==> src/dflash_seq_pkg.sv <==
// shared constants and types for the data flash command sequencer
package dflash_seq_pkg;

  // command codes
  localparam logic [7:0] CMD_ERASE_VERIFY_SECTION = 8'h10;
  localparam logic [7:0] CMD_PROGRAM_WORDS        = 8'h11;
  localparam logic [7:0] CMD_ERASE_SECTOR         = 8'h12;

  // parameter index values
  localparam logic [2:0] IDX_ADDR_HI = 3'h0;
  localparam logic [2:0] IDX_ADDR_LO = 3'h1;
  localparam logic [2:0] IDX_WORD0   = 3'h2;
  localparam logic [2:0] IDX_WORD3   = 3'h5;
  localparam int         PARAM_DEPTH = 6;

  // data flash block placement in the 18-bit global map
  localparam logic [17:0] DF_BASE_ADDR  = 18'h0_4400;
  localparam logic [17:0] DF_LAST_ADDR  = 18'h0_53FF;
  localparam logic [17:0] DF_SECTOR_MSK = 18'h3_FF00;

  // array timing in clock cycles
  localparam int     CLK_MHZ        = 25;
  localparam int     WORD_OP_NS     = 200;
  localparam int     WORD_OP_CYC    = (WORD_OP_NS * CLK_MHZ + 999) / 1000;
  localparam int     SECTOR_ERASE_NS = 400;
  localparam int     SECTOR_ERASE_CYC = (SECTOR_ERASE_NS * CLK_MHZ + 999) / 1000;
  localparam logic [7:0] WORD_OP_CNT   = 8'(WORD_OP_CYC);
  localparam logic [7:0] SECTOR_OP_CNT = 8'(SECTOR_ERASE_CYC);

  // zero word count, rejected as access error for section verify
  localparam logic [15:0] WORDS_RESET = 16'h0000;

  typedef struct packed {
    logic access_error;
    logic protection_violation;
  } launch_err_type;

  typedef struct packed {
    logic verify_error;
    logic uncorrectable_error;
  } verify_stat_type;

  typedef struct packed {
    logic        req;
    logic        erase;
    logic        write;
    logic [17:0] addr;
    logic [15:0] data;
  } array_req_type;

endpackage : dflash_seq_pkg

==> src/dflash_cmd_seq.sv <==
// data flash command sequencer: parameter array, launch, array walk and status
// What this block does
// - section erase-verify reads every word, then sets command complete
// - section erase-verify with index not two raises access error
// - invalid or odd global address raises access error for all commands
// - section running past block end raises access error
// - verify read errors set verify status, uncorrectable ones set second status
// - program word count follows index; program only unprotected area
// - program index below two or above five raises access error
// - program group past block end raises access error
// - program or erase of protected area sets protection violation, array untouched
// - program and erase are verified, verify errors set verify status, uncorrectable ones set both status bits
// - sector erase erases, verifies, completes; index not one is access error
// - command not allowed in current mode or security raises access error
// - command interrupt while complete flag and its enable are set
// - error interrupt from enabled double or single fault flags
// - wait mode leaves flash running; complete interrupt can wake
// - stop request waits until the running command finishes
module dflash_cmd_seq
  import dflash_seq_pkg::*;
(
  // clock and reset
  input  wire logic        clock_in,
  input  wire logic        arst_n_in,
  // parameter loading
  input  wire logic        index_wr_in,
  input  wire logic [2:0]  index_data_in,
  input  wire logic        param_wr_in,
  input  wire logic [15:0] param_data_in,
  input  wire logic        launch_in,
  // control
  input  wire logic        cmd_complete_irq_enable_in,
  input  wire logic        double_fault_irq_enable_in,
  input  wire logic        single_fault_irq_enable_in,
  input  wire logic        fault_clear_in,
  input  wire logic        status_clear_in,
  input  wire logic        cmd_allowed_in,
  input  wire logic        prot_hit_in,
  input  wire logic        stop_req_in,
  // array port
  output array_req_type    array_req_out,
  input  wire logic        array_done_in,
  input  wire logic [15:0] array_rdata_in,
  input  wire logic        ecc_single_in,
  input  wire logic        ecc_double_in,
  // status
  output logic [2:0]       param_index_out,
  output logic             cmd_complete_flag_out,
  output logic             access_error_flag_out,
  output logic             protection_violation_flag_out,
  output logic             verify_error_status_out,
  output logic             uncorrectable_error_status_out,
  output logic             double_fault_flag_out,
  output logic             single_fault_flag_out,
  output logic             cmd_irq_out,
  output logic             error_irq_out,
  output logic             stop_ack_out
);

  typedef enum logic [2:0] {ST_IDLE, ST_ERASE, ST_WRITE, ST_READ, ST_WAIT, ST_DONE} state_type;

  state_type       state_r, state_nxt;
  logic [15:0]     command_param_array_r [PARAM_DEPTH];
  logic [15:0]     param_nxt [PARAM_DEPTH];
  logic [2:0]      index_r, index_nxt;
  logic            complete_r, complete_nxt;
  launch_err_type  err_r, err_nxt, chk;
  verify_stat_type vstat_r, vstat_nxt;
  logic            dfault_r, dfault_nxt, sfault_r, sfault_nxt;
  logic [17:0]     addr_r, addr_nxt;
  logic [15:0]     left_r, left_nxt;
  logic [2:0]      word_r, word_nxt;
  logic [7:0]      tmr_r, tmr_nxt;
  logic [7:0]      cmd_r, cmd_nxt;
  array_req_type   req_r, req_nxt;
  logic            launch_ok;
  logic [17:0]     launch_addr;

  assign launch_addr = {command_param_array_r[0][1:0], command_param_array_r[1]};
  assign launch_ok   = launch_in && complete_r;

  dflash_launch_check u_check (
    .cmd_code_in    (command_param_array_r[0][15:8]),
    .index_in       (index_r),
    .addr_in        (launch_addr),
    .count_in       (command_param_array_r[2]),
    .cmd_allowed_in (cmd_allowed_in),
    .prot_hit_in    (prot_hit_in),
    .err_out        (chk)
  );

  dflash_irq_gate u_irq (
    .cmd_complete_flag_in       (complete_r),
    .cmd_complete_irq_enable_in (cmd_complete_irq_enable_in),
    .double_fault_flag_in       (dfault_r),
    .double_fault_irq_enable_in (double_fault_irq_enable_in),
    .single_fault_flag_in       (sfault_r),
    .single_fault_irq_enable_in (single_fault_irq_enable_in),
    .stop_req_in                (stop_req_in),
    .cmd_irq_out                (cmd_irq_out),
    .error_irq_out              (error_irq_out),
    .stop_ack_out               (stop_ack_out)
  );

  // parameter array writes ignored while a command runs
  for (genvar g = 0; g < PARAM_DEPTH; g++) begin : g_param
    always_comb begin
      param_nxt[g] = command_param_array_r[g];
      if (param_wr_in && complete_r && index_r == 3'(g)) begin
        param_nxt[g] = param_data_in;
      end
    end
    always_ff @(posedge clock_in or negedge arst_n_in) begin
      if (!arst_n_in) begin
        command_param_array_r[g] <= 16'h0000;
      end else begin
        command_param_array_r[g] <= param_nxt[g];
      end
    end
  end

  always_comb begin
    state_nxt    = state_r;
    index_nxt    = index_r;
    complete_nxt = complete_r;
    err_nxt      = err_r;
    vstat_nxt    = vstat_r;
    dfault_nxt   = dfault_r;
    sfault_nxt   = sfault_r;
    addr_nxt     = addr_r;
    left_nxt     = left_r;
    word_nxt     = word_r;
    tmr_nxt      = tmr_r;
    cmd_nxt      = cmd_r;
    req_nxt      = req_r;
    req_nxt.req  = 1'b0;
    if (index_wr_in && complete_r) begin
      index_nxt = index_data_in;
    end
    if (status_clear_in) begin
      err_nxt = '0;
    end
    if (fault_clear_in) begin
      dfault_nxt = 1'b0;
      sfault_nxt = 1'b0;
    end
    case (state_r)
      ST_IDLE: begin
        if (launch_ok && !err_r.access_error && !err_r.protection_violation) begin
          complete_nxt = 1'b0;
          vstat_nxt    = '0;
          cmd_nxt      = command_param_array_r[0][15:8];
          addr_nxt     = launch_addr;
          word_nxt     = 3'h0;
          if (chk.access_error || chk.protection_violation) begin
            err_nxt   = chk;
            state_nxt = ST_DONE;
          end else if (command_param_array_r[0][15:8] == CMD_ERASE_VERIFY_SECTION) begin
            left_nxt  = command_param_array_r[2];
            state_nxt = ST_READ;
          end else if (command_param_array_r[0][15:8] == CMD_PROGRAM_WORDS) begin
            left_nxt  = {13'h0, index_r - IDX_ADDR_LO};
            state_nxt = ST_WRITE;
          end else begin
            addr_nxt  = launch_addr & DF_SECTOR_MSK;
            left_nxt  = 16'h0080;
            state_nxt = ST_ERASE;
          end
        end
      end
      ST_ERASE: begin
        req_nxt = '{req: 1'b1, erase: 1'b1, write: 1'b0, addr: addr_r, data: 16'hFFFF};
        tmr_nxt = SECTOR_OP_CNT;
        state_nxt = ST_WAIT;
      end
      ST_WRITE: begin
        req_nxt = '{req: 1'b1, erase: 1'b0, write: 1'b1, addr: addr_r,
                    data: command_param_array_r[3'(IDX_WORD0 + word_r)]};
        tmr_nxt = WORD_OP_CNT;
        state_nxt = ST_WAIT;
      end
      ST_READ: begin
        req_nxt = '{req: 1'b1, erase: 1'b0, write: 1'b0, addr: addr_r, data: 16'h0000};
        tmr_nxt = WORD_OP_CNT;
        state_nxt = ST_WAIT;
      end
      ST_WAIT: begin
        if (tmr_r != 8'h00) begin
          tmr_nxt = tmr_r - 8'h01;
        end else if (array_done_in) begin
          if (req_r.erase) begin
            state_nxt = ST_READ;
            cmd_nxt   = CMD_ERASE_SECTOR;
          end else if (req_r.write) begin
            state_nxt = ST_READ;
          end else begin
            // read-back: erased check, or compare with programmed value
            if (ecc_single_in || ecc_double_in ||
                array_rdata_in != ((cmd_r == CMD_PROGRAM_WORDS) ?
                  command_param_array_r[3'(IDX_WORD0 + word_r)] : 16'hFFFF)) begin
              vstat_nxt.verify_error = 1'b1;
            end
            if (ecc_double_in) begin
              vstat_nxt.uncorrectable_error = 1'b1;
              dfault_nxt = 1'b1;
            end else if (ecc_single_in) begin
              sfault_nxt = 1'b1;
            end
            addr_nxt = addr_r + 18'h2;
            word_nxt = word_r + 3'h1;
            left_nxt = left_r - 16'h1;
            if (left_r == 16'h1) begin
              state_nxt = ST_DONE;
            end else if (cmd_r == CMD_PROGRAM_WORDS) begin
              state_nxt = ST_WRITE;
            end else begin
              state_nxt = ST_READ;
            end
          end
        end
      end
      ST_DONE: begin
        complete_nxt = 1'b1;
        state_nxt    = ST_IDLE;
      end
      default: begin
        state_nxt = ST_IDLE;
      end
    endcase
    // hardware set wins over software clear
    if (ecc_double_in && state_r == ST_WAIT && tmr_r == 8'h00 && array_done_in &&
        !req_r.write && !req_r.erase) begin
      dfault_nxt = 1'b1;
    end
  end

  always_ff @(posedge clock_in or negedge arst_n_in) begin
    if (!arst_n_in) begin
      state_r    <= ST_IDLE;
      index_r    <= 3'h0;
      complete_r <= 1'b1;
      err_r      <= '0;
      vstat_r    <= '0;
      dfault_r   <= 1'b0;
      sfault_r   <= 1'b0;
      addr_r     <= 18'h0_0000;
      left_r     <= 16'h0000;
      word_r     <= 3'h0;
      tmr_r      <= 8'h00;
      cmd_r      <= 8'h00;
      req_r      <= '0;
    end else begin
      state_r    <= state_nxt;
      index_r    <= index_nxt;
      complete_r <= complete_nxt;
      err_r      <= err_nxt;
      vstat_r    <= vstat_nxt;
      dfault_r   <= dfault_nxt;
      sfault_r   <= sfault_nxt;
      addr_r     <= addr_nxt;
      left_r     <= left_nxt;
      word_r     <= word_nxt;
      tmr_r      <= tmr_nxt;
      cmd_r      <= cmd_nxt;
      req_r      <= req_nxt;
    end
  end

  assign array_req_out                  = req_r;
  assign param_index_out                = index_r;
  assign cmd_complete_flag_out          = complete_r;
  assign access_error_flag_out          = err_r.access_error;
  assign protection_violation_flag_out  = err_r.protection_violation;
  assign verify_error_status_out        = vstat_r.verify_error;
  assign uncorrectable_error_status_out = vstat_r.uncorrectable_error;
  assign double_fault_flag_out          = dfault_r;
  assign single_fault_flag_out          = sfault_r;

  a_err_skips_array: assert property (@(posedge clock_in) disable iff (!arst_n_in)
    (state_r == ST_IDLE && launch_ok && chk.access_error && !err_r.access_error
     && !err_r.protection_violation) |=> state_r == ST_DONE ##1 complete_r && err_r.access_error)
    else $error("launch error did not complete promptly");
  a_prot_no_write: assert property (@(posedge clock_in) disable iff (!arst_n_in)
    err_r.protection_violation |-> !req_r.write && !req_r.erase)
    else $error("array altered under protection");
  a_cmd_irq_level: assert property (@(posedge clock_in) disable iff (!arst_n_in)
    cmd_irq_out == (complete_r && cmd_complete_irq_enable_in))
    else $error("command irq mismatch");
  a_err_irq_level: assert property (@(posedge clock_in) disable iff (!arst_n_in)
    error_irq_out == ((dfault_r && double_fault_irq_enable_in) || (sfault_r && single_fault_irq_enable_in)))
    else $error("error irq mismatch");
  a_stop_hold_busy: assert property (@(posedge clock_in) disable iff (!arst_n_in)
    !complete_r |-> !stop_ack_out)
    else $error("stop granted while busy");
  a_uncorr_sets_both: assert property (@(posedge clock_in) disable iff (!arst_n_in)
    vstat_r.uncorrectable_error |-> vstat_r.verify_error)
    else $error("uncorrectable without verify error");
  a_launch_clears_cc: assert property (@(posedge clock_in) disable iff (!arst_n_in)
    (state_r == ST_IDLE && launch_ok && !err_r.access_error && !err_r.protection_violation)
    |=> !complete_r)
    else $error("launch did not clear complete flag");
  a_bad_index_acc: assert property (@(posedge clock_in) disable iff (!arst_n_in)
    (state_r == ST_IDLE && launch_ok && !err_r.access_error && !err_r.protection_violation
     && index_r > IDX_WORD3) |-> ##2 err_r.access_error)
    else $error("bad index not flagged");
  c_program: cover property (@(posedge clock_in) disable iff (!arst_n_in) req_r.req && req_r.write);
  c_erase: cover property (@(posedge clock_in) disable iff (!arst_n_in) req_r.req && req_r.erase);
  c_verify_err: cover property (@(posedge clock_in) disable iff (!arst_n_in) $rose(vstat_r.verify_error));

endmodule : dflash_cmd_seq

==> src/dflash_launch_check.sv <==
// launch-time parameter, address and protection checks
module dflash_launch_check
  import dflash_seq_pkg::*;
(
  // command image
  input  wire logic [7:0]     cmd_code_in,
  input  wire logic [2:0]     index_in,
  input  wire logic [17:0]    addr_in,
  input  wire logic [15:0]    count_in,
  // mode and protection
  input  wire logic           cmd_allowed_in,
  input  wire logic           prot_hit_in,
  // verdict
  output launch_err_type      err_out
);

  logic [18:0] end_addr;
  logic        addr_bad;
  logic [2:0]  words_m1;

  always_comb begin
    words_m1 = index_in - IDX_WORD0;
    addr_bad = (addr_in < DF_BASE_ADDR) || (addr_in > DF_LAST_ADDR) || addr_in[0];
    end_addr = {1'b0, addr_in};
    err_out  = '0;
    if (!cmd_allowed_in) begin
      err_out.access_error = 1'b1;
    end
    case (cmd_code_in)
      CMD_ERASE_VERIFY_SECTION: begin
        end_addr = {1'b0, addr_in} + {2'b00, count_in, 1'b0} - 19'h1;
        if (index_in != IDX_WORD0 || addr_bad || count_in == WORDS_RESET) begin
          err_out.access_error = 1'b1;
        end
        if (end_addr > {1'b0, DF_LAST_ADDR}) begin
          err_out.access_error = 1'b1;
        end
      end
      CMD_PROGRAM_WORDS: begin
        end_addr = {1'b0, addr_in} + {15'h0, words_m1, 1'b1};
        if (index_in < IDX_WORD0 || index_in > IDX_WORD3 || addr_bad) begin
          err_out.access_error = 1'b1;
        end else if (end_addr > {1'b0, DF_LAST_ADDR}) begin
          err_out.access_error = 1'b1;
        end
      end
      CMD_ERASE_SECTOR: begin
        if (index_in != IDX_ADDR_LO || addr_bad) begin
          err_out.access_error = 1'b1;
        end
      end
      default: begin
        err_out.access_error = 1'b1;
      end
    endcase
    if (!err_out.access_error && prot_hit_in &&
        (cmd_code_in == CMD_PROGRAM_WORDS || cmd_code_in == CMD_ERASE_SECTOR)) begin
      err_out.protection_violation = 1'b1;
    end
  end

endmodule : dflash_launch_check

==> src/dflash_irq_gate.sv <==
// interrupt request and low power handshake gating
module dflash_irq_gate
  import dflash_seq_pkg::*;
(
  // flags and enables
  input  wire logic cmd_complete_flag_in,
  input  wire logic cmd_complete_irq_enable_in,
  input  wire logic double_fault_flag_in,
  input  wire logic double_fault_irq_enable_in,
  input  wire logic single_fault_flag_in,
  input  wire logic single_fault_irq_enable_in,
  input  wire logic stop_req_in,
  // requests
  output logic      cmd_irq_out,
  output logic      error_irq_out,
  output logic      stop_ack_out
);

  always_comb begin
    cmd_irq_out   = cmd_complete_flag_in & cmd_complete_irq_enable_in;
    error_irq_out = (double_fault_flag_in & double_fault_irq_enable_in) |
                    (single_fault_flag_in & single_fault_irq_enable_in);
    // stop only granted once no command is in flight
    stop_ack_out  = stop_req_in & cmd_complete_flag_in;
  end

endmodule : dflash_irq_gate

==> config.mk <==
export PLATFORM = sky130hd
export DESIGN_NAME = dflash_cmd_seq
export DESIGN_NICKNAME = d
export VERILOG_FILES = /design/src/dflash_seq_pkg.sv /design/src/dflash_cmd_seq.sv /design/src/dflash_launch_check.sv /design/src/dflash_irq_gate.sv
export SDC_FILE = /design/constraint.sdc
export NUM_CORES = 1
export LEC_CHECK = 0
export BUFFER_PORTS_ARGS = -buffer_cell sky130_fd_sc_hd__buf_2
export CELL_PAD_IN_SITES_DETAIL_PLACEMENT = 1
export CELL_PAD_IN_SITES_GLOBAL_PLACEMENT = 1
export CORE_MARGIN = 4
export CORE_UTILIZATION = 48
export CTS_CLUSTER_SIZE = 24
export DETAILED_ROUTE_END_ITERATION = 12
export PLACE_DENSITY = 0.83
export SYNTH_ARGS = -nofsm -noshare
export SYNTH_HDL_FRONTEND = slang
export SYNTH_HIERARCHICAL = 1
export SYNTH_SLANG_ARGS = --single-unit
==> constraint.sdc <==
create_clock -name clock_in -period 4.7 [get_ports clock_in]
set_clock_uncertainty 0.1 [all_clocks]
set_input_delay 0 -clock clock_in [delete_from_list [all_inputs] [get_ports clock_in]]
set_output_delay 0 -clock clock_in [all_outputs]
set_load 0.02 [all_outputs]
* Word-level counts from Yosys, hierarchy flattened
Index checks and enable logic that the tools add are counted.
Word-level totals: logic and storage cells 214, flip-flop bits (word level) 199, output and inout port bits 50
Operators by class: multiplexer cells 85, $lt $le $gt $ge 7, bitwise operators 6, $add $sub $neg 10, reductions and logical operators 53, equality and inequality tests 28
Operator list (number):
- $mux 16 | 10
- $pmux 37 s3 | 1
- $mux 18 | 5
- $mux 8 | 9
- $bmux 16 s3 | 1
- $gt 19x15->1 const B | 2
- $mux 3 | 12
- $pmux 18 s2 | 1
- $eq 8x5->1 const B | 4
- $pmux 16 s2 | 1
- $mux 1 | 27
- $pmux 8 s3 | 1
- $mux 2 | 11
- $reduce_and 7->1 | 3
- $ne 2x2->1 const B | 10
- $add 18x17->19 | 1
- $add 18x4->19 | 1
- $sub 19x1->19 const B | 1
- $add 18x2->18 const B | 1
- $gt 18x15->1 const B | 1
- $logic_and 1x1->1 | 18
- $lt 18x15->1 const B | 1
- $eq 16x1->1 const B | 1
- $logic_not 16->1 | 1
- 37 further kinds | 65

* Depth between registers and ports, before layout
Gate-level depths: netlist (run 1).
depth after elaboration 16, depth in mapped cells 19, mapped depth without buffers 18

* By module
The synthesis (run 1) kept the hierarchy.
Modules (own cells, without submodules):
- dflash_cmd_seq | area an instance 9928.3 µm², cells each 914, times used 1, sequential area each 4981.0 µm²
- dflash_launch_check | area an instance 2139.6 µm², cells each 310, times used 1, sequential area each 0.0 µm²
- dflash_irq_gate | area an instance 21.3 µm², cells each 3, times used 1, sequential area each 0.0 µm²

* Worst setup path after synthesis (run 1)
Ideal clock, no wire load.
path kind flip-flop to flip-flop, start point reg command_param_array_r[65] (netlist bit), end point reg left_r[6], setup slack 574 ps, arrival time 3899 ps, clock period less this slack 4126 ps, cell stages (with the launch flop) 20, required time 4473 ps, path buffers 1, setup time 127 ps, cell sequence dfrtp_1 -> inv_1 -> ha_1 -> inv_1 -> ha_1 -> fa_1 -> a21o_1 -> a221oi_4 -> o2111ai_2 -> a21oi_2 -> xnor2_1 -> nor4_2 -> a41oi_2 -> nor2_1 -> nor2_1 -> o31ai_1 -> clkbuf_1 -> nor2_1 -> nor2_1 -> nor2_1
RTL lines:
- start, declared | line dflash_cmd_seq.sv:63 | logic [15:0] command_param_array_r [PARAM_DEPTH];
- start signal, assigned by index | line dflash_cmd_seq.sv:117 | command_param_array_r[g] <= param_nxt[g];
- end signal, assigned | line dflash_cmd_seq.sv:261 | left_r <= left_nxt;
- end, declared | line dflash_cmd_seq.sv:71 | logic [15:0] left_r, left_nxt;

==> impl_metrics.py, run 1 <==
metrics = {
    "yosys": {
        "yosysTopAreaCell": "dfrtp_1",
        "syn_nets": 1331,
        "synth.distinct_cells": 91,
        "synthesis.area_mm2": 0.0121,
        "synth_area_per_cell_um2": 9.85,
        "synth_cells": 1227,
        "yosysWarnings": 6,
        "yosys.area.top_type_share": 0.410,
        "async_flop_share": 1.00,
        "yosysSeqAreaShare": 0.412,
        "synth-seq-cells": 199,
        "synth_edf_count": 0,
        "synth_ff_type": "dfrtp_1",
        "synth.area.top_cells": "dfrtp_1 (41%), mux2_2 (11%), ha_1 (5.3%)",
    },
    "global_routing": {
        "antenna_found_initial": 2,
        "grt-ovfl-total": 0,
        "grt_pass1_wl_um": 71300,
        "grt_pass1_vias": 11800,
        "grt_max_degree": 116,
        "track_usage": 0.328,
    },
    "finish": {
        "drive_gt1_frac": 0.242,
        "antennaDiodeCount": 0,
        "area_growth_pct": 16.6,
        "multi_input_area_mm2": 0.00654,
        "regArea_mm2": 0.00498,
        "fill_cells": 2766,
        "final_nets": 1479,
        "finish.instance_area_mm2": 0.0141,
    },
    "detailed_routing": {
        "dr.pass1.iters": 6,
        "first_iter_violations": 1144,
        "routed_wl_um": 46400,
        "ant_nets": 0,
        "vias_per_cell": 6.52,
        "drt-wirelength-per-cell_um": 27.1,
        "vias": 11200,
        "drc_errors": 0,
    },
    "die": {
        "dieArea_mm2": 0.0278,
        "rows": 57,
        "coreArea_mm2": 0.0245,
        "pin_count": 101,
        "die_w_um": 167,
        "initial_core_util": 0.493,
        "dieHeight_um": 167,
    },
    "timing": {
        "tns_ns": 0,
        "tightest_slew_ns": 1.25,
        "final.period_utilization": 0.962,
        "finalWorstSetupSlack_ns": 0.179,
        "report.final.slew_viol_count": 0,
        "final.min_clock_period_ns": 4.52,
        "max_slew_margin": 0.163,
        "final_hold_viol_count": 0,
        "fmax_mhz": 221,
        "setup_viol": 0,
    },
    "worst_setup_path": {
        "cp_top_family": "compound AO/OA/AOI/OAI gates",
        "path_class": "reg2reg",
        "cp-start-kind": "flip-flop",
        "crit_required_ns": 4.93,
        "startpoint": "command_param_array_r[48]$_DFFE_PN0P_",
        "critical_path.reg2reg.startpoint": "command_param_array_r[48]$_DFFE_PN0P_",
        "cp_slowest_stage_delay_ns": 0.57,
        "path_cells": "inv_1, ha_1, inv_1, ha_1, fa_1, a21o_1, a221oi_4, xnor2_1, o311ai_1, a2111oi_2, o211ai_2, a41oi_2, nor2_2, buf_4, nand2_1, o21ai_0, dlygate4sd3_1",
        "reg2regPathDepth": 17,
        "path_max_fanout": 6,
        "rrSetupSlack_ns": 0.18,
        "reg2reg_to": "protection_violation_flag_out$_DFF_PN0_",
        "critPathBufInv": 4,
        "cp_slowest_cell": "dlygate4sd3_1",
        "arrival_ns": 4.75,
        "cp-end-kind": "flip-flop",
    },
    "placement": {
        "pre_cts_ws_ns": 0.0474,
        "place.gp.congestion": 0.892,
        "hpwl_um": 30400,
        "dpl-instance-area_mm2": 0.0131,
        "port_buffers": 100,
    },
    "clock_network": {
        "cts_sinks": 199,
        "cts_root_buffer": "clkbuf_16",
        "clk-insertion-delay-late_ns": 0.45,
        "path_clk_slew_ns": 0.08,
        "clockBufferDepth": 2,
        "cts_made_buffers": 17,
        "htreeDepth": 4,
        "cts_tree": "built",
    },
    "min_path": {
        "hold_class": "in2async",
    },
    "power_and_ir_drop": {
        "ir_drop_v": 0.000511,
        "leakage_nw": 6.27,
        "power.density_mw_per_mm2": 878,
    },
    "flow_run": {
        "drv_cap": 0,
    },
    "outcome": {
        "status": "finished, final reports clean",
    },
}
-- report_power, final --
part / switching [mW] / internal (mW) / total (mW) / leakage, nW
registers: 0.972 / 2.50 / 3.47 / 2.45
clock network: 0.766 / 0.750 / 1.52 / 0.278
logic: 4.43 / 2.95 / 7.38 / 3.54
-- synthesized netlist by cell type (25+ instances only) --
cell / count
inv_1: 102
mux2i_1: 26
nor2_1: 95
nor3_1: 30
nand2_1: 69
dfrtp_1: 198
ha_1: 51
o21ai_0: 91
a21oi_1: 66
clkbuf_1: 43
nand3_1: 25
mux2_2: 122
-- registers in the layout (all words and copies together), names as in the netlist, 8 cells and up --
name                   flops
cmd_r                      8
left_r                    16
array_req_out             37
command_param_array_r     96
tmr_r                      8
addr_r                    18
-- layout by cell type (no fill, tap or decap), drive strengths merged, types with 18 or more instances in the layout --
cell | synthesis | routed
inv | 103 | 108
nor4 | 21 | 21
buf | 8 | 141
nand3 | 25 | 25
nor3 | 30 | 30
mux2i | 26 | 26
mux2 | 122 | 122
dfrtp | 198 | 198
o21a | 18 | 18
dlygate4sd3 | 0 | 38
nand2 | 69 | 69
a21oi | 67 | 67
o21ai | 96 | 96
clkbuf | 43 | 19
ha | 51 | 51
nor2 | 95 | 95
-- routing by layer --
metal  routed length (µm)  vias up  global-route usage
met4                 2890        4               0.181
met1                18100     5609               0.406
li1                     -     4760                   -
met2                21900      598               0.540
met3                 3410      190              0.0664
met5                   66        -                   0
-- kinds of logic after synthesis --
group                    count (synthesis)  share of synthesized area
flip-flops                             199                      0.412
adder cells (fa/ha/maj)                 53                     0.0561
multiplexers                           159                      0.156
XOR/XNOR                                23                     0.0167
AO/OA/AOI/OAI                          305                      0.168
buffers and inverters                  154                     0.0489
AND/OR/NAND/NOR                        334                      0.143
-- metrics by stage --
step	utilization	instances	total power, mW	hold slack [ns]
after floorplan	-	1227	7.97	-0.396
after global placement	0.534	1640	9.83	0.0939
after detailed placement	0.534	1640	10.2	0.0978
after CTS	0.573	1709	11.9	0.183
after global routing	0.574	1711	13.1	0.232
final	0.574	1711	12.4	0.123
-- layout make-up --
cell class                 instances  area share
multi-input combinational        874       0.464
clock inverter                    13      0.0101
sequential                       199       0.354
clock buffer                      18      0.0305
tap                              324      0.0288
inverter                         103      0.0274
timing repair buffer             180      0.0858
-- worst max-delay path by stage --
stage	slack (ns)	depth (start not counted)	endpoint
floorplan	0.57	19	left_r[6]$_DFFE_PN0P_
global placement	0.21	18	left_r[6]$_DFFE_PN0P_
detailed placement	0.05	18	left_r[6]$_DFFE_PN0P_
CTS	0.03	18	left_r[6]$_DFFE_PN0P_
global route	-0.07	18	left_r[2]$_DFFE_PN0P_
finish	0.18	17	protection_violation_flag_out$_DFF_PN0_
-- repair_timing --
| action | CTS | global route |
|---|---|---|
| hold endpoints to repair | 220 | 0 |
| endpoints found under the setup margin | 6 | 28 |
| hold buffers | 38 | 0 |
| resized for setup | 1 | 4 |
| pin swaps | 0 | 2 |
| setup buffers | 0 | 2 |
No activity file was read; power rests on OpenSTA's default activity.
==> inputs of run 2 (changes only) <==
--- a/config.mk
+++ b/config.mk
@@ -5,13 +5,13 @@
 export SDC_FILE = /design/constraint.sdc
 export NUM_CORES = 1
 export LEC_CHECK = 0
-export BUFFER_PORTS_ARGS = -buffer_cell sky130_fd_sc_hd__buf_2
 export CELL_PAD_IN_SITES_DETAIL_PLACEMENT = 1
 export CELL_PAD_IN_SITES_GLOBAL_PLACEMENT = 1
 export CORE_MARGIN = 4
-export CORE_UTILIZATION = 48
+export CORE_UTILIZATION = 51
 export CTS_CLUSTER_SIZE = 24
 export DETAILED_ROUTE_END_ITERATION = 12
+export DONT_BUFFER_PORTS = 1
 export PLACE_DENSITY = 0.83
 export SYNTH_ARGS = -nofsm -noshare
 export SYNTH_HDL_FRONTEND = slang
==> run 2 against run 1 <==
Compared with the run above:
- the flow now finishes with violations (negative hold slack)
- sequential cell count unchanged
- fmax up 2.0%
- cell area down 3.9%
- register-to-register slack better by 0.09 ns
- first-iteration DRC count down 11%
- critical path type unchanged
- largest power group unchanged
==> impl_metrics.py, run 2 (synthesized netlist as in run 1, its figures left out) <==
metrics = {
    "timing": {
        "final_hold_viol_count": 199,
        "final.min_clock_period_ns": 4.43,
        "whs_ns": -0.868,
        "report.final.slew_viol_count": 0,
        "rsz0062_at_grt": "no",
        "tns_ns": 0,
        "fmax_mhz": 226,
        "tightest_slew_ns": 1.22,
        "setup_viol": 0,
        "max_slew_margin": 0.185,
        "final.period_utilization": 0.943,
    },
    "placement": {
        "place.gp.congestion": 0.957,
        "dpl.cell_count": 1532,
        "port_buffers": 0,
        "hpwl_um": 28700,
    },
    "die": {
        "die_w_um": 162,
        "dieHeight_um": 162,
        "rows": 56,
        "initial_core_util": 0.517,
        "pin_count": 101,
        "coreArea_mm2": 0.0234,
        "dieArea_mm2": 0.0262,
    },
    "power_and_ir_drop": {
        "power.density_mw_per_mm2": 883,
        "ir_drop_v": 0.000500,
        "leakage_nw": 5.82,
    },
    "min_path": {
        "hold_class": "in2async",
    },
    "detailed_routing": {
        "dr.pass1.iters": 7,
        "vias": 10600,
        "vias_per_cell": 6.61,
        "drt-wirelength-per-cell_um": 26.3,
        "ant_nets": 0,
        "drc_errors": 0,
        "routed_wl_um": 42100,
        "first_iter_violations": 1023,
    },
    "finish": {
        "final_common_cell": "dfrtp_1",
        "area_growth_pct": 12.0,
        "final_nets": 1371,
        "fin_util": 0.579,
        "most-common-layout-cells": "dfrtp_1 (197), mux2_2 (122), inv_1 (102), nor2_1 (91), o21ai_0 (91)",
        "largest_register_ffs": 96,
        "final_cells": 1600,
        "drive_gt1_frac": 0.182,
        "largest_register": "command_param_array_r",
    },
    "worst_setup_path": {
        "rrSetupSlack_ns": 0.27,
        "path_class": "reg2reg",
        "worstSetupEndpoint": "verify_error_status_out$_DFFE_PN0P_",
        "startpoint": "word_r[1]$_DFFE_PN0P_",
        "arrival_ns": 4.66,
        "critical_path.reg2reg.startpoint": "word_r[1]$_DFFE_PN0P_",
        "path_max_fanout": 27,
        "reg2reg_to": "verify_error_status_out$_DFFE_PN0P_",
        "cp-end-kind": "flip-flop",
        "crit_required_ns": 4.92,
        "cp-start-kind": "flip-flop",
        "reg2regPathDepth": 9,
    },
    "clock_network": {
        "cts_sinks": 199,
        "htreeDepth": 4,
        "cts_root_buffer": "clkbuf_16",
        "clockBufferDepth": 2,
        "clk-insertion-delay-late_ns": 0.45,
        "postCtsSetupRepairBufs": 0,
        "path_clk_slew_ns": 0.09,
        "hold_buffers": 34,
        "cts_made_buffers": 17,
        "cts_tree": "built",
    },
    "global_routing": {
        "grt_pass1_vias": 11100,
        "antenna_found_initial": 2,
        "grt_pass1_wl_um": 64700,
        "grt_max_degree": 200,
        "track_usage": 0.316,
        "grt-ovfl-total": 0,
    },
    "flow_run": {
        "drv_cap": 0,
    },
    "outcome": {
        "status": "finished, violations left",
        "violations": "negative hold slack",
    },
}
[run 2: cell types whose count changed in the layout (fill, tap and decap cells not counted), sizes merged]
cell         before  now
clkbuf           19   18
buf             141   38
inv             108  110
dlygate4sd3      38   34
diode             0    1
clkinv            6    5
[run 2: what timing repair did]
| action | 4_1_cts | 5_1_grt |
|---|---|---|
| endpoints found under the hold margin | 307 | 199 |
| endpoints found under the setup margin | 0 | 27 |
| resized for setup | 0 | 9 |
[run 2: worst min path at each step]
| stage | end |
|---|---|
| global route | command_param_array_r[82]$_DFFE_PN0P_ |
| CTS | command_param_array_r[84]$_DFFE_PN0P_ |
| global placement | command_param_array_r[18]$_DFFE_PN0P_ |
| floorplan | access_error_flag_out$_DFF_PN0_ |
| detailed placement | command_param_array_r[84]$_DFFE_PN0P_ |
| finish | command_param_array_r[84]$_DFFE_PN0P_ |
[run 2: power breakdown]
part	total (mW)	switching (mW)	internal, mW	leakage, nW
Clock	1.51	0.755	0.758	0.286
Sequential	3.64	1.13	2.50	2.45
Combinational	6.80	4.00	2.80	3.09
Total	12.0	5.89	6.06	5.82
[run 2: critical path, stage by stage (launching register included)]
cell           delay (ns)
dfrtp_1              0.99
inv_1                0.38
mux4_2               0.60
nor2b_1              0.14
o211ai_1             0.08
dlygate4sd3_1        0.57
a211oi_1             0.20
dlygate4sd3_1        0.60
a21oi_1              0.07
dlygate4sd3_1        0.58
[run 2: per-layer routing]
| layer | part of all wire | vias up | routed length (µm) | track usage |
|---|---|---|---|---|
| met5 | 0.00036 | - | 15 | 0 |
| met4 | 0.041 | 2 | 1730 | 0.139 |
| met3 | 0.081 | 144 | 3400 | 0.0764 |
| met2 | 0.47 | 503 | 19900 | 0.518 |
| met1 | 0.41 | 5382 | 17100 | 0.400 |
| li1 | - | 4545 | - | - |
[run 2: cell type report]
class                           instances  area, µm²
Fill cell                            2587       9860
Timing Repair Buffer                   72        629
Antenna cell                            1       2.50
Inverter                              103        387
Clock inverter                         14        159
Sequential cell                       199       4980
Multi-Input combinational cell        874       6550
Tap cell                              319        399
Clock buffer                           18        429
[run 2: per-stage QoR]
step | hold slack [ns] | setup slack (ns) | total power [mW] | area [µm²]
final | -0.868 | 0.266 | 12.0 | 13500
after CTS | -0.870 | 0.0134 | 11.7 | 13500
after floorplan | -0.396 | 0.574 | 7.97 | 12100
after detailed placement | -0.387 | 0.176 | 9.99 | 12600
after global routing | -0.875 | 0.0189 | 12.6 | 13500
after global placement | -0.387 | 0.335 | 9.63 | 12600
